<file path="config.mk">
export PLATFORM = sky130hd
export DESIGN_NAME = gate_drive_sequencer
export DESIGN_NICKNAME = d
export VERILOG_FILES = /design/src/rtl/gate_seq_pkg.sv /design/src/rtl/gate_drive_sequencer.sv
export SDC_FILE = /design/constraint.sdc
export NUM_CORES = 1
export LEC_CHECK = 0
export BUFFER_PORTS_ARGS = -buffer_cell sky130_fd_sc_hd__clkbuf_2
export CORE_ASPECT_RATIO = 0.8
export CORE_MARGIN = 1.5
export CORE_UTILIZATION = 50
export DETAILED_ROUTE_END_ITERATION = 10
export HOLD_SLACK_MARGIN = 0.1
export PLACE_DENSITY = 0.67
export SETUP_SLACK_MARGIN = 0.15
export SYNTH_ARGS = -nofsm -noshare
export SYNTH_HDL_FRONTEND = slang
export SYNTH_SLANG_ARGS = --single-unit
</file>
<file path="constraint.sdc">
create_clock -name clk -period 6.8 [get_ports clk]
set_clock_uncertainty 0.15 [all_clocks]
set_input_delay 0.34 -clock clk [delete_from_list [all_inputs] [get_ports clk]]
set_output_delay 0.34 -clock clk [all_outputs]
set_load 0.02 [all_outputs]
</file>
<file path="src/rtl/gate_seq_pkg.sv">
/*
 Package for the three-phase gate drive sequencer: timing counts, settings
 and the packed carriers shared by the sequencer ports.
 Assumes a 125 MHz clock; analog comparators arrive as asynchronous levels.
*/
// Behaviour
// - Turn-on waits for opposite gate reported off
// - Optional digital dead time added after handshake
// - High-to-low with inflow adds detector discharge delay
// - Strong pulldown on opposite gate during window
// - Gate fault if threshold missed at window end
// - New PWM command ends active window at once, unless it switches a gate off, which opens a fresh window
// - PWM inputs deglitched against short noise pulses
// - Small pipeline delay on every command
// - Overcurrent only after continuous deglitch time
// - High side compares drain sense to switch node
// - Low side reference depends on amplifier variant
// - Reference select picks source sense or shunt
// - Trip level range per variant type
// - Seven-level decode of current and threshold inputs
// - Four-level decode of mode and gain inputs
// - Selected drive current only inside window
// - Active-low open-drain fault indicator output
package gate_seq_pkg;
    localparam int unsigned CLK_MHZ = 125;
    localparam int unsigned NUM_PHASES = 3;
    // Detector discharge delay, 200 ns upper figure used
    localparam int unsigned DISCHARGE_NS = 200;
    localparam int unsigned DISCHARGE_CYC = (DISCHARGE_NS * CLK_MHZ + 999) / 1000;
    localparam int unsigned DEGLITCH_CYC = 4;
    localparam int unsigned PIPE_CYC = 2;
    localparam int unsigned CNT_W = 16;
    localparam logic [CNT_W-1:0] CNT_RESET = 16'h0000;
    // Trip level codes in 10 mV steps
    localparam logic [7:0] TRIP_MIN = 8'h06;
    localparam logic [7:0] TRIP_MAX_SERIAL = 8'hc8;
    localparam logic [7:0] TRIP_MAX_PIN = 8'h64;

    typedef enum logic [2:0] {
        ST_OFF = 3'b000,
        ST_WAIT_OFF = 3'b001,
        ST_DEAD = 3'b010,
        ST_HIGH = 3'b011,
        ST_LOW = 3'b100
    } bridge_state_e;

    typedef struct packed {
        logic [CNT_W-1:0] drive_window;
        logic [CNT_W-1:0] dead_time;
        logic [CNT_W-1:0] ocp_deglitch;
        logic [7:0] trip_level;
        logic serial_variant;
        logic has_shunt_amp;
        logic lowside_reference_select;
        logic [3:0] gate_current_setting;
    } config_s;

    typedef struct packed {
        logic highside_pwm_input;
        logic lowside_pwm_input;
        logic gs_high_on;
        logic gs_low_on;
        logic phase_inflow;
        logic oc_high;
        logic oc_low_source;
        logic oc_low_shunt;
        logic oc_low_return;
    } phase_in_s;

    typedef struct packed {
        logic gate_high;
        logic gate_low;
        logic strong_pulldown_high;
        logic strong_pulldown_low;
        logic drive_current_active;
        logic gate_fault;
        logic overcurrent;
    } phase_out_s;

    // Seven-level decode: code 0..6 from a level bin
    function automatic logic [2:0] decode7(input logic [2:0] lvl);
        decode7 = (lvl > 3'h6) ? 3'h6 : lvl;
    endfunction

    // Four-level decode
    function automatic logic [1:0] decode4(input logic [1:0] lvl);
        decode4 = lvl;
    endfunction
endpackage

</file>
<file path="src/rtl/gate_drive_sequencer.sv">
/*
 Gate drive sequencer for three half-bridges with handshake dead time,
 strong pulldown, gate fault and overcurrent deglitch.
 Assumes comparator and PWM inputs are asynchronous; configuration is static.
*/
`timescale 1ns/100ps
module gate_drive_sequencer (
    // Clock and reset
    input wire logic clk,
    input wire logic rst_n,
    // Configuration
    input wire gate_seq_pkg::config_s cfg,
    input wire logic [2:0] gate_current_level,
    input wire logic [2:0] threshold_level,
    input wire logic [1:0] pwm_mode_level,
    input wire logic [1:0] amp_gain_level,
    // Phases
    input wire gate_seq_pkg::phase_in_s [2:0] phase_in,
    output gate_seq_pkg::phase_out_s [2:0] phase_out,
    // Decoded settings
    output logic [2:0] gate_current_code,
    output logic [2:0] threshold_code,
    output logic [1:0] pwm_mode_code,
    output logic [1:0] amp_gain_code,
    output logic [7:0] overcurrent_trip_level,
    // Fault pin
    output logic fault_indicator_n_o,
    output logic fault_indicator_n_oe
);
    import gate_seq_pkg::*;

    // ==========================================================
    // Settings decode
    wire [7:0] trip_max = cfg.serial_variant ? TRIP_MAX_SERIAL : TRIP_MAX_PIN;
    wire [7:0] trip_clamped = (cfg.trip_level < TRIP_MIN) ? TRIP_MIN :
                              (cfg.trip_level > trip_max) ? trip_max : cfg.trip_level;
    // Level pins are asynchronous: two flops before the decode reads them
    logic [9:0] lvl_s1_q, lvl_s2_q;
    always_ff @(posedge clk) begin
        if (!rst_n) begin
            lvl_s1_q <= 10'h000;
            lvl_s2_q <= 10'h000;
        end else begin
            lvl_s1_q <= {gate_current_level, threshold_level, pwm_mode_level, amp_gain_level};
            lvl_s2_q <= lvl_s1_q;
        end
    end
    logic [2:0] gcur_q, thr_q;
    logic [1:0] mode_q, gain_q;
    logic [7:0] trip_q;
    always_ff @(posedge clk) begin
        if (!rst_n) begin
            gcur_q <= 3'h0;
            thr_q <= 3'h0;
            mode_q <= 2'h0;
            gain_q <= 2'h0;
            trip_q <= TRIP_MIN;
        end else begin
            gcur_q <= decode7(lvl_s2_q[9:7]);
            thr_q <= decode7(lvl_s2_q[6:4]);
            mode_q <= decode4(lvl_s2_q[3:2]);
            gain_q <= decode4(lvl_s2_q[1:0]);
            trip_q <= trip_clamped;
        end
    end
    assign gate_current_code = gcur_q;
    assign threshold_code = thr_q;
    assign pwm_mode_code = mode_q;
    assign amp_gain_code = gain_q;
    assign overcurrent_trip_level = trip_q;

    logic [2:0] fault_any;

    // ==========================================================
    // Per phase sequencer
    genvar p;
    generate
        for (p = 0; p < NUM_PHASES; p++) begin : g_ph
            // Two-flop synchronisers for all analog levels
            logic [8:0] s1_q, s2_q;
            always_ff @(posedge clk) begin
                if (!rst_n) begin
                    s1_q <= 9'h000;
                    s2_q <= 9'h000;
                end else begin
                    s1_q <= phase_in[p];
                    s2_q <= s1_q;
                end
            end
            phase_in_s si;
            assign si = s2_q;

            // Deglitch filter: level must hold DEGLITCH_CYC + 1 cycles
            logic [1:0] raw;
            logic [1:0] filt_q, last_q;
            logic [2:0] dg_cnt_q [2];
            assign raw = {si.highside_pwm_input, si.lowside_pwm_input};
            for (genvar b = 0; b < 2; b++) begin : g_dg
                always_ff @(posedge clk) begin
                    if (!rst_n) begin
                        last_q[b] <= 1'b0;
                        filt_q[b] <= 1'b0;
                        dg_cnt_q[b] <= 3'h0;
                    end else begin
                        last_q[b] <= raw[b];
                        if (raw[b] != last_q[b]) begin
                            dg_cnt_q[b] <= 3'h0;
                        end else if (dg_cnt_q[b] == 3'(DEGLITCH_CYC - 1)) begin
                            filt_q[b] <= raw[b];
                        end else begin
                            dg_cnt_q[b] <= dg_cnt_q[b] + 3'h1;
                        end
                    end
                end
            end

            // Pipeline delay ahead of the sequencer
            logic [1:0] pipe_q [PIPE_CYC];
            always_ff @(posedge clk) begin
                if (!rst_n) begin
                    for (int i = 0; i < PIPE_CYC; i++) pipe_q[i] <= 2'b00;
                end else begin
                    pipe_q[0] <= filt_q;
                    for (int i = 1; i < PIPE_CYC; i++) pipe_q[i] <= pipe_q[i-1];
                end
            end
            // Both high commanded counts as off: shoot-through guard
            wire [1:0] cmd = pipe_q[PIPE_CYC-1];
            wire want_h = cmd == 2'b10;
            wire want_l = cmd == 2'b01;
            logic [1:0] cmd_q;
            wire cmd_chg = cmd != cmd_q;

            bridge_state_e st_q, st_d;
            logic target_h_q, target_l_q;
            logic [CNT_W-1:0] dcnt_q, wcnt_q;
            logic win_q, hl_q;
            logic gh_q, gl_q, pdh_q, pdl_q, drv_q, gf_q, oc_q;

            wire opp_off = target_h_q ? !si.gs_low_on : !si.gs_high_on;
            wire dead_done = dcnt_q == CNT_RESET;
            // Expected gate level checked at window end
            wire gs_ok = (gh_q == si.gs_high_on) && (gl_q == si.gs_low_on);
            wire win_end = win_q && (wcnt_q == CNT_RESET);

            always_comb begin
                st_d = st_q;
                unique case (st_q)
                    ST_OFF, ST_HIGH, ST_LOW: begin
                        if (cmd_chg) st_d = (want_h || want_l) ? ST_WAIT_OFF : ST_OFF;
                    end
                    ST_WAIT_OFF: begin
                        if (cmd_chg) st_d = (want_h || want_l) ? ST_WAIT_OFF : ST_OFF;
                        else if (opp_off) st_d = ST_DEAD;
                    end
                    ST_DEAD: begin
                        if (cmd_chg) st_d = (want_h || want_l) ? ST_WAIT_OFF : ST_OFF;
                        else if (dead_done) st_d = target_h_q ? ST_HIGH : ST_LOW;
                    end
                    default: st_d = ST_OFF;
                endcase
            end

            always_ff @(posedge clk) begin
                if (!rst_n) begin
                    st_q <= ST_OFF;
                    cmd_q <= 2'b00;
                    target_h_q <= 1'b0;
                    target_l_q <= 1'b0;
                    dcnt_q <= CNT_RESET;
                    hl_q <= 1'b0;
                end else begin
                    st_q <= st_d;
                    cmd_q <= cmd;
                    if (cmd_chg) begin
                        target_h_q <= want_h;
                        target_l_q <= want_l;
                        hl_q <= gh_q && want_l && si.phase_inflow;
                    end
                    if (st_d == ST_DEAD && st_q != ST_DEAD) begin
                        // Handshake plus digital dead time, plus discharge delay when hl_q is set
                        dcnt_q <= cfg.dead_time + (hl_q ? CNT_W'(DISCHARGE_CYC) : CNT_RESET);
                    end else if (dcnt_q != CNT_RESET) begin
                        dcnt_q <= dcnt_q - 16'h0001;
                    end
                end
            end

            // Gate outputs; opposite gates exclusive by state encoding
            always_ff @(posedge clk) begin
                if (!rst_n) begin
                    gh_q <= 1'b0;
                    gl_q <= 1'b0;
                end else begin
                    gh_q <= (st_d == ST_HIGH);
                    gl_q <= (st_d == ST_LOW) && (st_d != ST_HIGH);
                end
            end

            // Drive window: starts on gate edge (which wins over a new command), cut by a new command that moves no gate
            wire gate_edge = (gh_q != (st_d == ST_HIGH)) || (gl_q != (st_d == ST_LOW));
            always_ff @(posedge clk) begin
                if (!rst_n) begin
                    win_q <= 1'b0;
                    wcnt_q <= CNT_RESET;
                    pdh_q <= 1'b0;
                    pdl_q <= 1'b0;
                    drv_q <= 1'b0;
                    gf_q <= 1'b0;
                end else begin
                    if (gate_edge && cfg.drive_window != CNT_RESET) begin
                        win_q <= 1'b1;
                        wcnt_q <= cfg.drive_window - 16'h0001;
                        pdl_q <= (st_d == ST_HIGH) || (gh_q && st_d != ST_HIGH);
                        pdh_q <= (st_d == ST_LOW) || (gl_q && st_d != ST_LOW);
                        drv_q <= 1'b1;
                    end else if (cmd_chg || win_end) begin
                        win_q <= 1'b0;
                        pdh_q <= 1'b0;
                        pdl_q <= 1'b0;
                        drv_q <= 1'b0;
                    end else if (win_q) begin
                        wcnt_q <= wcnt_q - 16'h0001;
                    end
                    // Sticky until reset; window length chosen by software
                    if (win_end && !cmd_chg && !gs_ok) gf_q <= 1'b1;
                end
            end

            // Overcurrent deglitch
            wire lo_ref = cfg.has_shunt_amp ?
                          (cfg.serial_variant && cfg.lowside_reference_select ? si.oc_low_shunt
                                                                               : si.oc_low_source)
                          : si.oc_low_return;
            wire oc_now = (gh_q && si.oc_high) || (gl_q && lo_ref);
            logic [CNT_W-1:0] ocnt_q;
            always_ff @(posedge clk) begin
                if (!rst_n) begin
                    ocnt_q <= CNT_RESET;
                    oc_q <= 1'b0;
                end else begin
                    if (!oc_now) begin
                        ocnt_q <= CNT_RESET;
                    end else if (ocnt_q >= cfg.ocp_deglitch) begin
                        oc_q <= 1'b1;
                    end else begin
                        ocnt_q <= ocnt_q + 16'h0001;
                    end
                end
            end

            assign phase_out[p] = '{gate_high: gh_q, gate_low: gl_q, strong_pulldown_high: pdh_q,
                                    strong_pulldown_low: pdl_q, drive_current_active: drv_q,
                                    gate_fault: gf_q, overcurrent: oc_q};
            assign fault_any[p] = gf_q | oc_q;
        end
    endgenerate

    // ==========================================================
    // Open-drain fault pin: drive low while any fault stands
    logic fault_oe_q;
    always_ff @(posedge clk) begin
        if (!rst_n) fault_oe_q <= 1'b0;
        else fault_oe_q <= |fault_any;
    end
    assign fault_indicator_n_o = 1'b0;
    assign fault_indicator_n_oe = fault_oe_q;
endmodule // gate_drive_sequencer

</file>
==> flow_summary.toml <==
[outcome]
status = "complete, no violations"

[route]
ant_nets = 0
dr.pass1.iters = 5
drt_first_iter_violations = 746
vias_per_cell = 5.46
vias = 13175
drcViolationCount = 0
wl_per_cell_um = 15.9
routed_wl_um = 38300

[die]
die_h_um = 163
num_io_pins = 143
coreArea_sq_um = 31500
start_util = 0.508
dieArea_sq_um = 33100
die_w_um = 203
row_count = 58

[clocking]
root_buffer = "clkbuf_16"
cts_setup_buffers = 0
tritoncts = "done"
numCtsBuffers = 34
clk_pin_slew_worst_paths_ns = 0.06
worstSkewPairLatency_ns = 0.52
holdBufCountCts = 57
clock-sinks = 321
h-tree-depth = 2
cts_resized = 0
clockBufferDepth = 3

[synth]
synth_area_sq_um = 16000
async_flop_share = 0
synth_cell_types = 76
syn_area_per_cell_sq_um = 8.79
ys.flop_type = "dfxtp_1"
synth_edf_count = 18
yosysTopAreaCell = "dfxtp_1"
syn_nets = 2024
synth_top_area_frac = 0.379
yosysMostFrequentCell = "dfxtp_1"
yosys_warnings = 0
post_synth_inst_count = 1821
synthTopCellsByArea = "dfxtp_1 (38%), ha_1 (7.9%), xnor2_1 (6.8%)"
ys_top_cells_by_count = "dfxtp_1 (303), nor2_1 (230), xnor2_1 (125)"
ys_ff_latch = 321
yosysSeqAreaShare = 0.413

[pwr]
clkPwrFrac = 0.361
vdd_drop_max_v = 0.000153
combPwrFrac = 0.210
p_int_w = 0.00365
p_switching_w = 0.00147
seqPwrFrac = 0.429
p_leak_nw = 7.46
powerDensity_nw_per_um2 = 276
netSwitchingFraction = 0.288

[placement]
place_congestion = 0.887
place_area_sq_um = 16800
pre_cts_ws_ns = 2.09
post-dp-hpwl_um = 27100
numPortBuffers = 137

[critical_path]
crit_type = "reg -> reg"
cp_data_required_time_ns = 7.07
worstSetupStartpointType = "flip-flop"
cp.arrival_ns = 5.00
critPathCaptureType = "flip-flop"
cp_max_fo = 19

[timing]
slew_violations = 0
final-hold-violation-count = 0
max_slew_margin = 0.151
rsz0062_at_grt = "no"
worst_slack_ns = 2.07
fin_setup_tns_ns = 0
tightest_slew_ns = 1.27
fmax_mhz = 211
finalSetupViolations = 0
post-route-min-period_ns = 4.73
fin_crit_sh = 0.695

[global_route]
grt_max_degree = 108
grt_overflow = 0
gr-usage-all-layers = 0.232
first_global_vias = 12535
antenna_found_initial = 1
grt_pass1_wl_um = 62600

[layout]
area_growth_pct = 15.8
drive_above_1_share = 0.112
fin_area_sq_um = 18500
nNetsFinal = 2172

[worst_hold_path]
hold_path.class = "in -> reg"

[flow_run]
cap_violations = 0
critical path, cell delays in order (launching register included):
cell      delay, ns
dfxtp_1        0.35
or4_4          0.56
or4_4          0.45
nor2_2         0.10
nand4b_1       0.52
nor4_4         0.36
a21oi_2        0.07
or3_1          0.32
ha_1           0.30
nor2_1         0.06
nor2b_1        0.92
nor2_1         0.14
a221oi_1       0.33
worst paths after layout:
check,start,endpoint,slack [ns],cells after the start
hold / removal,cfg[41],g_ph[0].dcnt_q[10]$_SDFFE_PN0P_,0.12,4
setup reg to reg,g_ph[1].dcnt_q[7]$_SDFFE_PN0P_,g_ph[1].wcnt_q[10]$_SDFFE_PN0P_,2.07,12
hold reg to reg,lvl_s2_q[7]$_SDFF_PN0_,gate_current_code[0]$_SDFF_PP0_,0.27,2
setup / recovery,g_ph[1].dcnt_q[7]$_SDFFE_PN0P_,g_ph[1].wcnt_q[10]$_SDFFE_PN0P_,2.07,12
state kept, by name (all words and copies together) (netlist names), 6 cells and up:
register / count
g_ph.cmd_q: 6
g_ph.dcnt_q: 48
g_ph.dg_cnt_q: 18
g_ph.filt_q: 6
g_ph.last_q: 6
g_ph.ocnt_q: 48
g_ph.pipe_q: 12
g_ph.s1_q: 27
g_ph.s2_q: 27
g_ph.st_q: 9
g_ph.wcnt_q: 48
lvl_s1_q: 10
lvl_s2_q: 10
overcurrent_trip_level: 8
power groups by stage:
| stage | Sequential, W | Combinational (W) | Clock [W] |
|---|---|---|---|
| CTS | 0.00219 | 0.00107 | 0.00189 |
| floorplan | 0.00221 | 0.000825 | 0 |
| detailed placement | 0.00223 | 0.00104 | 0 |
| global placement | 0.00223 | 0.00101 | 0 |
| global route | 0.00221 | 0.00121 | 0.00196 |
| finish | 0.00219 | 0.00108 | 0.00185 |
cell type report:
| cell class | instances | area [sq um] |
|---|---|---|
| timing repair buffer | 204 | 1330 |
| sequential | 321 | 6610 |
| clock inverter | 9 | 97.6 |
| tap | 420 | 526 |
| antenna | 1 | 2.50 |
| inverter | 82 | 308 |
| fill | 2839 | 13000 |
| clock buffer | 51 | 1020 |
| multi-input combinational | 1326 | 8640 |
placed cells by master (no fill, tap or decap), drive strengths merged, types with 56 or more instances in the layout:
| cell | count |
|---|---|
| clkbuf | 187 |
| o21ai | 65 |
| dfxtp | 303 |
| inv | 82 |
| and2 | 107 |
| dlygate4sd3 | 57 |
| ha | 101 |
| nand3 | 65 |
| nand2 | 118 |
| nor2 | 231 |
| a21oi | 80 |
| nor3 | 56 |
| xnor2 | 125 |
logic make-up (layout without fill, tap and decap cells):
logic type	Yosys count	in the layout	synth area share
AO/OA/AOI/OAI	295	295	0.119
XOR/XNOR	180	180	0.0985
AND/OR/NAND/NOR	735	735	0.234
multiplexers	14	14	0.00876
other	1	2	0.000234
adder cells (fa/ha/maj)	101	101	0.0790
buffers and inverters	174	346	0.0474
flip-flops	321	321	0.413
stage by stage:
| step | total power (W) | hold slack, ns | utilization | instances |
|---|---|---|---|---|
| floorplan | 0.00303 | 0.244 | - | 1821 |
| global route | 0.00539 | 0.145 | 0.588 | 2414 |
| detailed placement | 0.00327 | 0.262 | 0.535 | 2296 |
| finish | 0.00512 | 0.122 | 0.588 | 2414 |
| global placement | 0.00324 | 0.264 | 0.535 | 2296 |
| CTS | 0.00516 | 0.104 | 0.588 | 2413 |
per-layer routing:
layer  GRT usage  vias up  part of all wire  wire length [um]
li1            -     6616                 -                 -
met1       0.325     6163              0.48             18500
met2       0.369      315              0.45             17000
met3      0.0338       81             0.045              1720
met4      0.0741        0             0.026              1010
met5           0        -                 0                 0
Note: power is estimated with default switching activity, not from simulation.
